===== config.mk =====
export PLATFORM = sky130hd
export DESIGN_NAME = ecp_encoder_comms
export DESIGN_NICKNAME = d
export VERILOG_FILES = /design/src/rtl/ecp_encoder_comms.v
export VERILOG_INCLUDE_DIRS = /design/src /design/src/include
export SDC_FILE = /design/constraint.sdc
export NUM_CORES = 1
export LEC_CHECK = 0
export BUFFER_PORTS_ARGS = -buffer_cell sky130_fd_sc_hd__buf_2
export CAP_MARGIN = 20
export CORE_MARGIN = 8
export CORE_UTILIZATION = 65
export CTS_CLUSTER_DIAMETER = 30
export DETAILED_ROUTE_END_ITERATION = 7
export HOLD_SLACK_MARGIN = 0.08
export PLACE_DENSITY = 0.84
export SLEW_MARGIN = 20
export SYNTH_ARGS = -nofsm -noshare
export SYNTH_HDL_FRONTEND = slang
export SYNTH_SLANG_ARGS = --single-unit

===== constraint.sdc =====
create_clock -name clk -period 5.47 [get_ports clk]
set_input_delay 0 -clock clk [delete_from_list [all_inputs] [get_ports clk]]
set_output_delay 0 -clock clk [all_outputs]
set_load 0.005 [all_outputs]

===== src/include/ecp_defs.vh =====
// constants for the encoder comms pass-through block
`ifndef ECP_DEFS_VH
`define ECP_DEFS_VH
// register byte offsets
`define ECP_ADR_TX 8'h00
`define ECP_ADR_RX 8'h04
`define ECP_ADR_CTRL 8'h08
`define ECP_ADR_IRQ_STAT 8'h0C
`define ECP_ADR_IRQ_MASK 8'h10
// transmit and receive word flag positions
`define ECP_TX_XFER 15
`define ECP_TX_LAST 14
`define ECP_TX_FIRST 13
`define ECP_RX_VALID 15
`define ECP_RX_LAST 14
`define ECP_RX_STATUS 13
// control fields
`define ECP_CTRL_PCD 0
`define ECP_CTRL_SYNC 1
// status error bits
`define ECP_ERR_LEN 0
`define ECP_ERR_OVF 1
`define ECP_ERR_CMD 2
`define ECP_ERR_ENC 3
`define ECP_ERR_SUM 4
`define ECP_ERR_TMO 5
// interrupt bits
`define ECP_IRQ_DONE 0
`define ECP_IRQ_ERR 1
`define ECP_IRQ_TAKEN 2
// reset values
`define ECP_CTRL_RST 2'h0
`define ECP_MASK_RST 3'h0
// buffer size, sync command limit and response lengths
`define ECP_BUF_BYTES 5'h10
`define ECP_SYNC_MAX_CMD 5'h04
`define ECP_SYNC_POS_LEN 5'h08
`define ECP_SYNC_OTHER_LEN 5'h03
// command codes
`define ECP_SYNC_SEND_POS 8'h00
`define ECP_SYNC_SEL_MEM 8'h01
`define ECP_SYNC_RECV_PAR 8'h03
`define ECP_SYNC_SEND_PAR 8'h04
`define ECP_SYNC_RESET 8'h05
`define ECP_ASYNC_READ_POS 8'h42
// response timeout
`define ECP_TIMEOUT_US 200
`define ECP_CLK_MHZ 100
`define ECP_TIMEOUT_CYC (`ECP_TIMEOUT_US * `ECP_CLK_MHZ)
`endif


===== src/rtl/ecp_encoder_comms.v =====
// encoder comms pass-through: wishbone registers, byte buffer, link side
`timescale 1ns/1ps
// Rules this block works to, with those of its host and of the encoder
// (RL1) host enables position check disable before using the channel
// (RL2) host writes transmit word only after it reads zero
// (RL3) async mode: last flag appends checksum and sends the message
// (RL4) full response received: first byte into receive word, valid set
// (RL5) after each host clear, next response byte loads until last
// (RL6) async first byte is encoder address, 0xff broadcasts
// (RL7) async read position answer: address, echo, four bytes, checksum
// (RL8) async data field command carries field, status, code bytes
// (RL9) sync command: code, address, data low, data high
// (RL10) sync codes 0x00, 0x01, 0x03, 0x04, 0x05 are accepted
// (RL11) sync position answer is eight bytes, least significant first
// (RL12) sync position command may be a single first-and-last byte
// (RL13) other sync commands answer three bytes: address, data low, high
// (RL14) transmit flags: 15 take byte, 14 last and send, 13 first
// (RL15) receive flags: 15 valid, 14 last, 13 status with error bits
// (RL16) device clears transmit word after moving its byte
// (RL17) messages over sixteen bytes, checksum included, flag an error
// (RL18) async checksum is exclusive-or of all preceding bytes
`include "ecp_defs.vh"
module ecp_encoder_comms #(
    parameter TIMEOUT_CYC = `ECP_TIMEOUT_CYC
) (
    // clock, reset, enable
    input wire clk,
    input wire rstn,
    input wire ce,
    // wishbone slave
    input wire wb_cyc_i,
    input wire wb_stb_i,
    input wire wb_we_i,
    input wire [7:0] wb_adr_i,
    input wire [3:0] wb_sel_i,
    input wire [31:0] wb_dat_i,
    output reg [31:0] wb_dat_o,
    output reg wb_ack_o,
    // encoder link, byte stream
    output reg [7:0] enc_tx_data,
    output reg enc_tx_last,
    output wire enc_tx_valid,
    input wire enc_tx_ready,
    input wire [7:0] enc_rx_data,
    input wire enc_rx_valid,
    input wire enc_rx_last,
    input wire enc_rx_err,
    // status
    output wire position_check_disable,
    output wire sync_link_mode,
    output wire irq
);
    localparam [1:0] ST_IDLE = 2'd0;
    localparam [1:0] ST_SEND = 2'd1;
    localparam [1:0] ST_WAIT = 2'd2;
    localparam [1:0] ST_DELIV = 2'd3;

    reg [1:0] state_q;
    reg [15:0] tx_q;
    reg [15:0] rx_q;
    reg [1:0] ctrl_q;
    reg [2:0] istat_q;
    reg [2:0] imask_q;
    reg [7:0] buf_q [0:15];
    reg [7:0] rbuf_q [0:15];
    reg [4:0] tcnt_q;
    reg [4:0] tidx_q;
    reg [4:0] rcnt_q;
    reg [4:0] ridx_q;
    reg [7:0] tsum_q;
    reg [7:0] rsum_q;
    reg tovf_q;
    reg rovf_q;
    reg [31:0] tmo_q;

    wire wb_req = wb_cyc_i & wb_stb_i & ~wb_ack_o;
    wire wr_ev = wb_req & wb_we_i;
    wire wr_tx = wr_ev & (wb_adr_i == `ECP_ADR_TX);
    wire wr_rx = wr_ev & (wb_adr_i == `ECP_ADR_RX);
    wire async_m = ~ctrl_q[`ECP_CTRL_SYNC];
    wire [7:0] tbyte = tx_q[7:0];
    wire first_in = tx_q[`ECP_TX_FIRST];
    // byte count including this one, restarted by the first flag
    wire [4:0] base_cnt = first_in ? 5'h00 : tcnt_q;
    wire [4:0] new_cnt = base_cnt + 5'h01;
    wire ovf_now = (first_in ? 1'b0 : tovf_q) | (base_cnt == `ECP_BUF_BYTES);
    wire [7:0] sum_now = (first_in ? 8'h00 : tsum_q) ^ tbyte;
    wire [7:0] cmd_now = first_in ? tbyte : buf_q[0];
    wire take = ~wr_tx & tx_q[`ECP_TX_XFER] & (state_q == ST_IDLE)
        & ctrl_q[`ECP_CTRL_PCD]; // RL1 RL2
    wire [4:0] rc_new = rcnt_q + 5'h01;
    wire [7:0] rsum_new = rsum_q ^ enc_rx_data;

    // accepted sync command codes
    function cmd_ok;
        input [7:0] c;
        begin
            cmd_ok = (c == `ECP_SYNC_SEND_POS) | (c == `ECP_SYNC_SEL_MEM)
                | (c == `ECP_SYNC_RECV_PAR) | (c == `ECP_SYNC_SEND_PAR)
                | (c == `ECP_SYNC_RESET); // RL10
        end
    endfunction

    // expected sync response length for a command
    function [4:0] sync_len;
        input [7:0] c;
        begin
            if (c == `ECP_SYNC_SEND_POS) begin
                sync_len = `ECP_SYNC_POS_LEN; // RL11
            end else begin
                sync_len = `ECP_SYNC_OTHER_LEN; // RL13
            end
        end
    endfunction

    // status word shown in the receive register
    function [15:0] stat_word;
        input [5:0] e;
        begin
            stat_word = {2'b00, 1'b1, 5'h00, 2'b00, e}; // RL15
        end
    endfunction

    // receive word carrying one response byte
    function [15:0] data_word;
        input [7:0] b;
        input l;
        begin
            data_word = {1'b1, l, 6'h00, b}; // RL15
        end
    endfunction

    reg [5:0] terr;
    reg [5:0] rerr;
    always @* begin
        terr = 6'h00;
        terr[`ECP_ERR_OVF] = ovf_now
            | (async_m & (new_cnt == `ECP_BUF_BYTES)); // RL17
        terr[`ECP_ERR_CMD] = ~async_m & ~cmd_ok(cmd_now);
        terr[`ECP_ERR_LEN] = ~async_m & (new_cnt > `ECP_SYNC_MAX_CMD)
            & (cmd_now != `ECP_SYNC_SEND_POS); // RL9 RL12
        rerr = 6'h00;
        rerr[`ECP_ERR_ENC] = enc_rx_err;
        rerr[`ECP_ERR_OVF] = rovf_q | (rcnt_q == `ECP_BUF_BYTES);
        rerr[`ECP_ERR_SUM] = async_m & (rsum_new != 8'h00); // RL18
        rerr[`ECP_ERR_LEN] = ~async_m & (rc_new != sync_len(buf_q[0]));
    end

    assign enc_tx_valid = (state_q == ST_SEND);
    assign position_check_disable = ctrl_q[`ECP_CTRL_PCD];
    assign sync_link_mode = ctrl_q[`ECP_CTRL_SYNC];
    assign irq = |(istat_q & imask_q);

    // wishbone answer: ack one cycle after the request, reads registered
    always @(posedge clk) begin
        if (!rstn) begin
            wb_ack_o <= 1'b0;
            wb_dat_o <= 32'h00000000;
        end else if (ce) begin
            wb_ack_o <= wb_req;
            if (wb_req) begin
                case (wb_adr_i)
                    `ECP_ADR_TX: wb_dat_o <= {16'h0000, tx_q};
                    `ECP_ADR_RX: wb_dat_o <= {16'h0000, rx_q};
                    `ECP_ADR_CTRL: wb_dat_o <= {30'h00000000, ctrl_q};
                    `ECP_ADR_IRQ_STAT: wb_dat_o <= {29'h00000000, istat_q};
                    `ECP_ADR_IRQ_MASK: wb_dat_o <= {29'h00000000, imask_q};
                    default: wb_dat_o <= 32'h00000000;
                endcase
            end
        end
    end

    // control, mask and interrupt status
    reg [2:0] iev;
    always @* begin
        iev = 3'h0;
        iev[`ECP_IRQ_TAKEN] = take;
        // when a status word is due, even one lost to a same-cycle receive write; not mid-response
        iev[`ECP_IRQ_ERR] = (take & tx_q[`ECP_TX_LAST] & (|terr))
            | ((state_q == ST_WAIT) & ce
            & ((enc_rx_valid & (enc_rx_last | enc_rx_err) & (|rerr))
            | (~enc_rx_valid & (tmo_q == 32'h00000000))));
        iev[`ECP_IRQ_DONE] = (state_q == ST_DELIV) & (rx_q == 16'h0000)
            & ~wr_rx & (ridx_q == rcnt_q);
    end

    always @(posedge clk) begin
        if (!rstn) begin
            ctrl_q <= `ECP_CTRL_RST;
            imask_q <= `ECP_MASK_RST;
            istat_q <= 3'h0;
        end else if (ce) begin
            if (wr_ev & (wb_adr_i == `ECP_ADR_CTRL) & wb_sel_i[0]) begin
                ctrl_q <= wb_dat_i[1:0];
            end
            if (wr_ev & (wb_adr_i == `ECP_ADR_IRQ_MASK) & wb_sel_i[0]) begin
                imask_q <= wb_dat_i[2:0];
            end
            // set wins over write-one-to-clear
            if (wr_ev & (wb_adr_i == `ECP_ADR_IRQ_STAT) & wb_sel_i[0]) begin
                istat_q <= (istat_q & ~wb_dat_i[2:0]) | iev;
            end else begin
                istat_q <= istat_q | iev;
            end
        end
    end

    // message engine
    always @(posedge clk) begin
        if (!rstn) begin
            state_q <= ST_IDLE;
            tx_q <= 16'h0000;
            rx_q <= 16'h0000;
            tcnt_q <= 5'h00;
            tidx_q <= 5'h00;
            rcnt_q <= 5'h00;
            ridx_q <= 5'h00;
            tsum_q <= 8'h00;
            rsum_q <= 8'h00;
            tovf_q <= 1'b0;
            rovf_q <= 1'b0;
            tmo_q <= 32'h00000000;
            enc_tx_data <= 8'h00;
            enc_tx_last <= 1'b0;
        end else if (ce) begin
            if (wr_tx) begin
                if (wb_sel_i[0]) tx_q[7:0] <= wb_dat_i[7:0];
                if (wb_sel_i[1]) tx_q[15:8] <= wb_dat_i[15:8];
            end
            if (wr_rx) begin
                if (wb_sel_i[0]) rx_q[7:0] <= wb_dat_i[7:0];
                if (wb_sel_i[1]) rx_q[15:8] <= wb_dat_i[15:8];
            end
            case (state_q)
                ST_IDLE: begin
                    if (take) begin
                        tx_q <= 16'h0000; // RL16
                        tcnt_q <= new_cnt; // RL14
                        tsum_q <= sum_now; // RL18
                        tovf_q <= ovf_now;
                        if (!ovf_now) buf_q[base_cnt[3:0]] <= tbyte;
                        if (first_in && !wr_rx) rx_q <= 16'h0000;
                        if (tx_q[`ECP_TX_LAST]) begin
                            if (|terr) begin
                                if (!wr_rx) rx_q <= stat_word(terr);
                            end else begin
                                if (async_m) begin
                                    buf_q[new_cnt[3:0]] <= sum_now; // RL3
                                    tcnt_q <= new_cnt + 5'h01;
                                end
                                tidx_q <= 5'h00;
                                enc_tx_data <= first_in ? tbyte : buf_q[0];
                                enc_tx_last <= ~async_m
                                    & (new_cnt == 5'h01);
                                state_q <= ST_SEND; // RL3
                            end
                        end
                    end
                end
                ST_SEND: begin
                    if (enc_tx_ready) begin
                        tidx_q <= tidx_q + 5'h01;
                        enc_tx_data <= buf_q[tidx_q[3:0] + 4'h1];
                        enc_tx_last <= (tidx_q + 5'h02 == tcnt_q);
                        if (enc_tx_last) begin
                            state_q <= ST_WAIT;
                            rcnt_q <= 5'h00;
                            rsum_q <= 8'h00;
                            rovf_q <= 1'b0;
                            tmo_q <= TIMEOUT_CYC;
                        end
                    end
                end
                ST_WAIT: begin
                    tmo_q <= tmo_q - 32'h00000001;
                    if (enc_rx_valid) begin
                        rcnt_q <= rc_new;
                        rsum_q <= rsum_new;
                        if (rcnt_q == `ECP_BUF_BYTES) begin
                            rovf_q <= 1'b1;
                        end else begin
                            rbuf_q[rcnt_q[3:0]] <= enc_rx_data; // RL7 RL11
                        end
                        if (enc_rx_last | enc_rx_err) begin
                            if (|rerr) begin
                                if (!wr_rx) rx_q <= stat_word(rerr);
                                state_q <= ST_IDLE;
                            end else begin
                                rx_q <= data_word(rcnt_q == 5'h00
                                    ? enc_rx_data : rbuf_q[0],
                                    rc_new == 5'h01); // RL4
                                ridx_q <= 5'h01;
                                state_q <= (rc_new == 5'h01) ? ST_IDLE
                                    : ST_DELIV;
                            end
                        end
                    end else if (tmo_q == 32'h00000000) begin
                        if (!wr_rx) rx_q <= stat_word(6'h20);
                        state_q <= ST_IDLE;
                    end
                end
                ST_DELIV: begin
                    if (ridx_q == rcnt_q) begin
                        if (rx_q == 16'h0000) state_q <= ST_IDLE;
                    end else if (rx_q == 16'h0000 && !wr_rx) begin
                        rx_q <= data_word(rbuf_q[ridx_q[3:0]],
                            ridx_q + 5'h01 == rcnt_q); // RL5
                        ridx_q <= ridx_q + 5'h01;
                    end
                end
                default: state_q <= ST_IDLE;
            endcase
        end
    end
endmodule // ecp_encoder_comms


After elaboration in Yosys (flattened, before gate mapping)
Memories as Yosys holds them, arrays and structs flattened. A register that Yosys moved wholly into a read port is not among the register bits.
Index checks and enable logic that the tools add are counted.
{"block": "word_totals", "n_memories": 2, "reg_bits": 154, "latch_bits": 0, "word_cells": 252, "mem_bits_ro": 0, "ram_bits": 256}
{"block": "classes", "n_mul": 0, "bitwise": 54, "n_shift": 0, "add_sub_neg": 8, "n_div": 0, "magnitude_cmp": 1, "n_reduce_logical": 28, "muxes": 105, "n_eq_ne": 35}
{"memory": "buf_q", "depth": 16, "word_bits": 8, "rd": 2, "rd_ports_with_merged_regs": 0, "write_ports": 2, "line_no": "ecp_encoder_comms.v:64", "source": "reg [7:0] buf_q [0:15];"}
{"memory": "rbuf_q", "depth": 16, "word_bits": 8, "rd": 2, "rd_ports_with_merged_regs": 1, "write_ports": 1, "line_no": "ecp_encoder_comms.v:65", "source": "reg [7:0] rbuf_q [0:15];"}
{"operator": "16-bit 2-to-1 mux", "n": 17}
{"operator": "8-bit 2-to-1 mux", "n": 14}
{"operator": "5-bit 2-to-1 mux", "n": 16}
{"operator": "16-bit case mux with 5 select lines", "n": 1}
{"operator": "32-bit 2-to-1 mux", "n": 2}
{"operator": "32-bit case mux with 2 select lines", "n": 1}
{"operator": "16-bit case mux with 3 select lines", "n": 1}
{"operator": "32-bit logical NOT", "n": 1}
{"operator": "8-bit case mux with 2 select lines", "n": 2}
{"operator": "32-bit by 1-bit subtractor with 32-bit output, second input constant", "n": 1}
{"operator": "1-bit bitwise AND", "n": 31}
{"operator": "5-bit case mux with 2 select lines", "n": 3}
{"operator": "1-bit 2-to-1 mux", "n": 29}
{"operator": "5-bit by 1-bit adder with 5-bit output, second input constant", "n": 5}
{"operator": "8-bit by 3-bit equality test with 1-bit output, second input constant", "n": 3}
{"operator": "8-bit logical NOT", "n": 3}
{"operator": "2-bit 2-to-1 mux", "n": 12}
{"operator": "8-bit by 4-bit equality test with 1-bit output, second input constant", "n": 2}
{"operator": "16-bit logical NOT", "n": 1}
{"operator": "8-bit nonzero test", "n": 2}
{"operator": "8-bit XOR", "n": 2}
{"operator": "5-bit equality test", "n": 3}
{"operator": "5-bit equality test, second input constant", "n": 3}
{"operator": "2-bit != test, second input constant", "n": 7}
{"operator": "35 further kinds", "n": 69}

Longest topological paths before layout
Gate-level depths: netlist of the first run.
An unclocked memory read counts as a cell.
{"block": "logic_depth", "ltp_word": 17, "ltp_mapped": 15}

Worst setup path after synthesis of the first run
No wires, ideal clock.
{"block": "synth_timing", "path_kind": "register to register", "from": "register tx_q[13]", "to": "register rx_q[10]", "t_required_ns": 5.353, "arrival_ns": 3.322, "setup_ns": 0.117, "synth_period_minus_slack_ns": 3.439, "path_stages_with_launch": 14, "path_slack_ns": 2.031, "cell_sequence": "dfxtp_1 > clkbuf_1 > clkinv_1 > clkbuf_1 > nand2_1 > inv_1 > ha_1 > and3b_1 > a2111o_1 > o41ai_1 > a31oi_1 > o32ai_1 > a31oi_1 > a22o_1"}
{"block": "synth_via", "elab_chain_cells": 13, "word_cells_on_any_way": 32}
{"item": "start: declaration", "line_no": "ecp_encoder_comms.v:59", "source": "reg [15:0] tx_q;"}
{"item": "start signal: assignment", "line_no": "ecp_encoder_comms.v:229", "source": "if (wb_sel_i[1]) tx_q[15:8] <= wb_dat_i[15:8];"}
{"item": "branches (longest 10 deep; another with 5-bit by 1-bit adder with 5-bit output)"}
{"item": "16-bit 2-to-1 mux *", "line_no": "ecp_encoder_comms.v:244", "source": "if (tx_q[`ECP_TX_LAST]) begin"}
{"item": "16-bit 2-to-1 mux *", "line_no": "ecp_encoder_comms.v:237", "source": "if (take) begin"}
{"item": "16-bit case mux with 3 select lines *", "line_no": "ecp_encoder_comms.v:235", "source": "case (state_q)"}
{"item": "end signal: assignment", "line_no": "ecp_encoder_comms.v:233", "source": "if (wb_sel_i[1]) rx_q[15:8] <= wb_dat_i[15:8];"}
{"item": "end signal: assignment", "line_no": "ecp_encoder_comms.v:246", "source": "if (!wr_rx) rx_q <= stat_word(terr);"}
{"item": "end signal: assignment", "line_no": "ecp_encoder_comms.v:287", "source": "if (!wr_rx) rx_q <= stat_word(rerr);"}
{"item": "end: declaration", "line_no": "ecp_encoder_comms.v:60", "source": "reg [15:0] rx_q;"}
Mark *: on every way between the ends.
A chain may end at the register's enable or synchronous reset.

Worst setup path after layout of the first run
{"block": "layout_timing", "from": "register tx_q[13]", "to": "register rx_q[11]"}
The elaborated chain is that of the path after synthesis.

==> impl_results.md, run 1 <==
- Area delta synth->final: 18.2%
- Pins Over Slew Limit: 0
- Clock tree sinks: 398
- Die area: 0.0369 sq mm
- DP Area: 0.0207 sq mm
- Delay-heaviest family, CP: compound AO/OA/AOI/OAI gates
- Crit-path max cell delay: 0.71 ns
- Final setup fails: 0
- CP max FO: 15
- Min-delay worst type: in2reg
- Clock Latency Late Sink: 0.59 ns
- Final setup skew: approximately 0.044 ns
- Status: finished clean
- Vias/cell: ~6.7
- Routed wire per std cell: 24.6 um
- Filler cell count: 1696
- Slew margin rel.: 31.2%
- CTS Buf Count: 75
- Synthesized cell area: 0.0201 sq mm
- Final core area utilization: 77.8%
- H-tree levels: 3
- Initial Utilization: 65.8%
- First-pass detailed-route iteration total: 6
- Ant diodes: 0
- Die width: 192 um
- DRC Markers: 0
- CP max stage cell: o41ai_1
- Total GRT Usage: 31.1%
- Final non-filler cell area: 0.0238 sq mm
- PwrDens: 343 mW/mm^2
- Critical path required time: 5.94 ns
- Port buffer count: 73
- Max Fclk: 0.211 GHz
- Hold Violations, Final: 0
- Top cell by count, worst path: a31oi_1
- Ys Warns: 0
- Static Leak: 0.00898 uW
- Clock tree from TritonCTS: yes
- Total power: 8160 uW
- Root buffer cell: clkbuf_16
- Die height: 192 um
- Register area share after synthesis: 52.3%
- Detailed Route Iter0 Violations: about 2.3k
- Hpwl dp: about 35 mm
- DRT antenna net count: 0
- Global route total overflow: 0
- Number of synthesized flops with an enable pin: 256
- Max Root-Sink Buffers: 3
- Avg Inst Size Synth: 11.3 sq um
- Total setup buffers inserted after CTS: 0
- Worst setup SP type: flip-flop
- First-pass GRT wire length: 88.8 mm
- Setup_tns: 0 ns
- Synth async-reset ratio: 0%
- Clock Pin Slew Worst Setup and Hold Paths: 0.05 ns
- Cell Chain, Critical Path: clkinv_1 > nand2_1 > inv_1 > ha_1 > and3b_1 > a2111o_1 > o41ai_1 > a31oi_1 > o32ai_1 > a31oi_1 > a22o_1 > dlygate4sd3_1
- Vias after detailed routing: around 16k
- Number of I/O pins: 108
- Vias in the first global route: 15.6k
- # rows: 64
- Final period util: 86.8%
- Initial antenna violation count: 0
- Core area: 0.0306 sq mm
- Unique masters post-synth: 87
- Post-Synthesis Cells: about 1.8k
- Top_reg_cell synth: edfxtp_1
- Kind of critical path: reg2reg
- Fin nets: 1972
- Share of layout cells above drive strength 1: 17.1%
- Arr. time, crit path: 5.22 ns
- Worst-margin pin slew: 1.03 ns
- Min Tclk post-route: between 4 and 5 ns
- Max VDD drop: between 0.0003 and 0.0004 V
- WP buf/inv: 3
- CP Capture Type: flip-flop
- Max_cap viols: 0
- Largest net degree at the start of global routing: 51
- Setup WS pre-CTS: 1.56 ns
- Setup ws final: 0.723 ns
- RSZ-0062 raised after global routing: false
- Seq cells post-synth: 398
- Placer Congestion: between 0.9 and 1
- Total Wirelength: 57.9 mm
[cell families (layout without fill, tap and decap cells)]
kind of cell	after synthesis	in the layout	synth area share [%]
adders and majority gates	15	15	0.932
DFF	398	398	52.3
xor gates and xnor gates	191	191	8.31
other	1	16	0.0186
AOI/OAI and AO/OA	249	249	8.18
and+or+nand+nor	613	613	14.1
buffers and inverters	152	307	3.34
muxes	165	165	12.9
[state kept, by name, indices dropped and copies added (netlist names), named ones only]
| name | flops |
|---|---|
| buf_q | 128 |
| ctrl_q | 2 |
| enc_tx_data | 8 |
| enc_tx_last | 1 |
| imask_q | 3 |
| istat_q | 3 |
| rbuf_q | 128 |
| rcnt_q | 5 |
| ridx_q | 5 |
| rovf_q | 1 |
| rsum_q | 8 |
| rx_q | 16 |
| state_q | 2 |
| tcnt_q | 5 |
| tidx_q | 5 |
| tmo_q | 32 |
| tovf_q | 1 |
| tsum_q | 8 |
| tx_q | 16 |
| wb_ack_o | 1 |
| wb_dat_o | 16 |
[what timing repair did]
action | CTS | global route
hold buffers | 47 | 0
endpoints found under the hold margin | 193 | 0
resized for setup | 0 | 0
[power breakdown]
| part | switching (uW) | internal (uW) |
|---|---|---|
| Clock | 1660 | 3150 |
| Sequential | 9.35 | 3190 |
| Combinational | 98.2 | 52.9 |
| Total | 1760 | 6390 |
[worst paths after layout]
path,start,to,slack (ns),depth (start not counted)
worst max-delay path,tx_q[13]$_SDFFE_PN0P_,rx_q[11]$_SDFFE_PN0P_,0.72,12
worst min-delay path,ce,rx_q[1]$_SDFFE_PN0P_,0.13,4
worst max register to register,tx_q[13]$_SDFFE_PN0P_,rx_q[11]$_SDFFE_PN0P_,0.72,12
worst min register to register,enc_tx_data[0]$_SDFFE_PN0P_,enc_tx_data[0]$_SDFFE_PN0P_,0.47,2
[stage by stage]
stage	hold WS [ns]	cells
final	0.131	2350
after CTS	0.105	2350
after global placement	0.243	2167
after detailed placement	0.245	2167
after floorplan	0.0989	1799
after global routing	0.140	2350
[cell usage in the layout (no fill, tap or decap), types with 7 or more instances in the layout]
master | synthesis | final
nor2_1 | 273 | 273
edfxtp_1 | 256 | 256
xor2_1 | 159 | 159
nand2_1 | 153 | 153
dfxtp_1 | 142 | 140
mux2i_1 | 80 | 80
clkbuf_16 | 0 | 75
mux4_2 | 74 | 74
buf_2 | 9 | 73
o21ai_0 | 65 | 65
a21oi_1 | 60 | 60
dlygate4sd3_1 | 0 | 47
xnor2_1 | 32 | 32
nor3_1 | 28 | 28
inv_1 | 26 | 26
buf_4 | 20 | 23
nand3_1 | 21 | 21
and2_1 | 20 | 20
nor4_1 | 20 | 19
a22oi_1 | 17 | 17
conb_1 | 1 | 16
and3_1 | 15 | 15
ha_1 | 15 | 15
a31oi_1 | 13 | 13
clkinv_2 | 0 | 12
bufinv_16 | 0 | 12
nand2b_1 | 11 | 11
mux2_2 | 11 | 11
o22ai_1 | 10 | 10
or3_1 | 9 | 9
clkinvlp_4 | 0 | 9
or4_1 | 8 | 8
o211ai_1 | 8 | 8
clkbuf_1 | 86 | 8
a22o_1 | 7 | 7
[layer usage]
layer / global-route usage, % / vias to the layer above / wire length (um)
met2: 50.1 / 1223 / 27100
met5: 0 / - / 0
met1: 40.4 / 7563 / 21300
li1: - / 6702 / -
met3: 7.46 / 219 / 7150
met4: 12.3 / 0 / 2330
[area by class of cell]
type	count	area [sq um]	area share [%]
Sequential cell	398	10500	44.2
Tap cell	396	495	2.08
Clock inverter	51	726	3.05
Inverter	28	105	0.441
Clock buffer	85	1930	8.13
Multi-Input combinational cell	1249	9000	37.8
Timing Repair Buffer	143	1010	4.24
[cell usage after synthesis, types with 9 or more instances]
master,count,share of area [%]
a31oi_1,13,0.40
mux4_2,74,8.3
nand3_1,21,0.52
nor3_1,28,0.70
mux2_2,11,0.62
o22ai_1,10,0.31
nand2_1,153,2.9
and2_1,20,0.62
a22oi_1,17,0.63
edfxtp_1,256,38
ha_1,15,0.93
buf_2,9,0.22
xor2_1,159,6.9
dfxtp_1,142,14
xnor2_1,32,1.4
buf_4,20,0.75
nor2_1,273,5.1
a21oi_1,60,1.5
nand2b_1,11,0.34
nor4_1,20,0.62
clkbuf_1,86,1.6
o21ai_0,65,1.6
inv_1,26,0.48
or3_1,9,0.28
mux2i_1,80,4.0
and3_1,15,0.47
[worst register-to-register path: cells and delay by family (launching register included)]
family	cells	cell delay (ns)
AOI/OAI and AO/OA	6	2.47
buffers and inverters	3	1.11
and+or+nand+nor	2	0.47
DFF	1	0.32
adders and majority gates	1	0.26
No activity file was read; power rests on OpenSTA's default activity.
==> run 2, diff against run 1 <==
- CORE_UTILIZATION: 65 -> 56
- PLACE_DENSITY: 0.84 -> 0.77
- clock period: 5.47 -> 4.3 ns (I/O delays scaled with it)
==> run 2 against run 1 <==
- cell count rose by 3.7%
- core utilization fell by 10 points
- critical endpoint is now rx_q[9]$_SDFFE_PN0P_
- power rose by 27%
- sequential power rose by 27%
- die area rose by 15%
- via count fell by 3.9%
- register-to-register slack got worse by 0.62 ns
- worst hold slack got worse by 0.011 ns
==> impl_results.md, run 2 (same netlist as run 1, synthesis figures left out) <==
- Worst setup SP type: flip-flop (unchanged)
- Die area: 0.0423 sq mm (was 0.0369 sq mm)
- Area delta synth->final: 19.3% (was 18.2%)
- Final setup fails: 0 (unchanged)
- # rows: 69 (was 64)
- Number of I/O pins: 108 (unchanged)
- Max_cap viols: 0 (unchanged)
- Fin nets: 1988 (was 1972)
- WHS: 0.120 ns (was 0.131 ns)
- Arr. time, crit path: 4.68 ns (was 5.22 ns)
- Share of layout cells above drive strength 1: 17.4% (was 17.1%)
- Clock tree sinks: 398 (unchanged)
- Final setup skew: 0.0342 ns (was 0.0435 ns)
- Initial Utilization: 56.8% (was 65.8%)
- DRT antenna net count: 0 (unchanged)
- Total GRT Usage: 25.9% (was 31.1%)
- Vias/cell: 6.20 (was 6.68)
- Clock Latency Late Sink: 0.60 ns (was 0.59 ns)
- Setup WS pre-CTS: 0.638 ns (was 1.56 ns)
- CP Capture Type: flip-flop (unchanged)
- Final cell count without fillers: 2436 (was 2350)
- Setup ws final: 0.105 ns (was 0.723 ns)
- Setup_tns: 0 ns (unchanged)
- CTS Buf Count: 83 (was 75)
- First-pass GRT wire length: 85.3 mm (was 88.8 mm)
- Total setup buffers inserted after CTS: 0 (unchanged)
- Die width: 206 um (was 192 um)
- Initial antenna violation count: 0 (unchanged)
- WP buf/inv: 3 (unchanged)
- RSZ-0062 raised after global routing: false (unchanged)
- Root buffer cell: clkbuf_16 (unchanged)
- Vias in the first global route: 15.2k (was 15.6k)
- Largest net degree at the start of global routing: 51 (unchanged)
- CP max FO: 8 (was 15)
- Core area: 0.0355 sq mm (was 0.0306 sq mm)
- Vias after detailed routing: 15.1k (was 15.7k)
- DRC Markers: 0 (unchanged)
- Max Fclk: 0.238 GHz (was 0.211 GHz)
- First-pass detailed-route iteration total: 8 (was 6)
- Slew margin rel.: 31.4% (was 31.2%)
- Min-delay worst type: in2reg (unchanged)
- Hpwl dp: 35.3 mm (was 34.8 mm)
- Clock tree from TritonCTS: yes (unchanged)
- Routed wire per std cell: 22.7 um (was 24.6 um)
- Most frequent cells in the layout: nor2_1, edfxtp_1, xor2_1 (unchanged)
- Min Tclk post-route: 4.19 ns (was 4.75 ns)
- Static Leak: 0.00907 uW (was 0.00898 uW)
- Max Root-Sink Buffers: 3 (unchanged)
- Global route total overflow: 0 (unchanged)
- H-tree levels: 3 (unchanged)
- Clock Pin Slew Worst Setup and Hold Paths: 0.05 ns (about the same)
- Ant diodes: 0 (unchanged)
- Detailed Route Iter0 Violations: 1584 (was 2301)
- Commonest non-fill, non-tap cell in the layout: nor2_1 (unchanged)
- Worst-margin pin slew: 1.03 ns (about the same)
- Placed cell count: 2240 (was 2167)
- Final period util: 97.6% (was 86.8%)
- Max VDD drop: 0.000494 V (was 0.000390 V)
- Placer Congestion: 0.924 (was 0.950)
- Final core area utilization: 67.7% (was 77.8%)
- Status: finished clean (unchanged)
- Delay-heaviest family, CP: compound AO/OA/AOI/OAI gates (unchanged)
- Cell Chain, Critical Path: clkinv_1 > nand2_1 > inv_1 > ha_1 > a21boi_0 > nor2_1 > o221ai_1 > a21oi_1 > o32ai_1 > a31oi_1 > a22o_1 > dlygate4sd3_1 (was clkinv_1 > nand2_1 > inv_1 > ha_1 > and3b_1 > a2111o_1 > o41ai_1 > a31oi_1 > o32ai_1 > a31oi_1 > a22o_1 > dlygate4sd3_1)
- Pins Over Slew Limit: 0 (unchanged)
- Crit-path max cell delay: 0.82 ns (was 0.71 ns)
- PwrDens: 433 mW/mm^2 (was 343 mW/mm^2)
- Critical path required time: 4.78 ns (was 5.94 ns)
- Kind of critical path: reg2reg (unchanged)
- CP max stage cell: o32ai_1 (was o41ai_1)
- Port buffer count: 73 (unchanged)
- Total Wirelength: 55.2 mm (was 57.9 mm)
- Hold Violations, Final: 0 (unchanged)
- Die height: 206 um (was 192 um)
run 2: changes by cell type in the layout (fill, tap and decap cells not counted), moves of 2 or more:
cell and delta:
clkbuf_8 +3, clkinvlp_4 -2, inv_6 -3, bufinv_16 -6
clkinv_1 +4, clkbuf_1 +9, clkinv_16 -2, clkbuf_16 +10
buf_4 +8
run 2: report_power, final:
| group | internal (uW) | switching (uW) |
|---|---|---|
| sequential | 4060 | 11.4 |
| combinational | 69.1 | 124 |
| clock | 4060 | 2070 |
run 2: routing by layer:
| layer | part of all wire (%) | track usage (%) | up-vias | wire length, um |
|---|---|---|---|---|
| met5 | 0 | 0 | - | 0 |
| met4 | 2.3 | 9.32 | 0 | 1270 |
| met3 | 9.7 | 6.16 | 119 | 5360 |
| met2 | 48 | 42.1 | 810 | 26600 |
| met1 | 40 | 33.5 | 7432 | 22000 |
| li1 | - | - | 6737 | - |
run 2: layout make-up:
cell class	instances	area, sq um
clock inverters	42	460
fillers	2483	11500
repair buffers	151	1070
clock buffers	107	2260
well taps	461	577
inverters	28	105
flip-flops and latches	398	10500
multi-input cells	1249	9020
run 2: worst paths after layout:
path                            end  depth (start not counted)  slack [ns]                    from
max            rx_q[9]$_SDFFE_PN0P_                         12        0.11   tx_q[13]$_SDFFE_PN0P_
min            rx_q[2]$_SDFFE_PN0P_                          4        0.12                      ce
max reg2reg    rx_q[9]$_SDFFE_PN0P_                         12        0.11   tx_q[13]$_SDFFE_PN0P_
min reg2reg  tsum_q[4]$_SDFFE_PN0P_                          2        0.46  tsum_q[4]$_SDFFE_PN0P_
run 2: stage by stage:
step	cell area, sq um	total power, uW
5_1_grt	24000	10600
3_3_place_gp	20800	4290
6_report	24000	10400
3_5_place_dp	20800	4290
4_1_cts	24000	10400
2_1_floorplan	20200	4220
run 2: tightest hold or removal path, cell delays in order:
cell	delay, ns
buf_2	0.11
buf_4	0.29
o21ai_0	0.22
a31oi_1	0.05
run 2: what timing repair did:
| item | in CTS | in global routing |
|---|---|---|
| hold buffers | 47 | 0 |
| resized for setup | 0 | 1 |
| hold endpoints to repair | 200 | 0 |
| setup endpoints to repair | 0 | 5 |
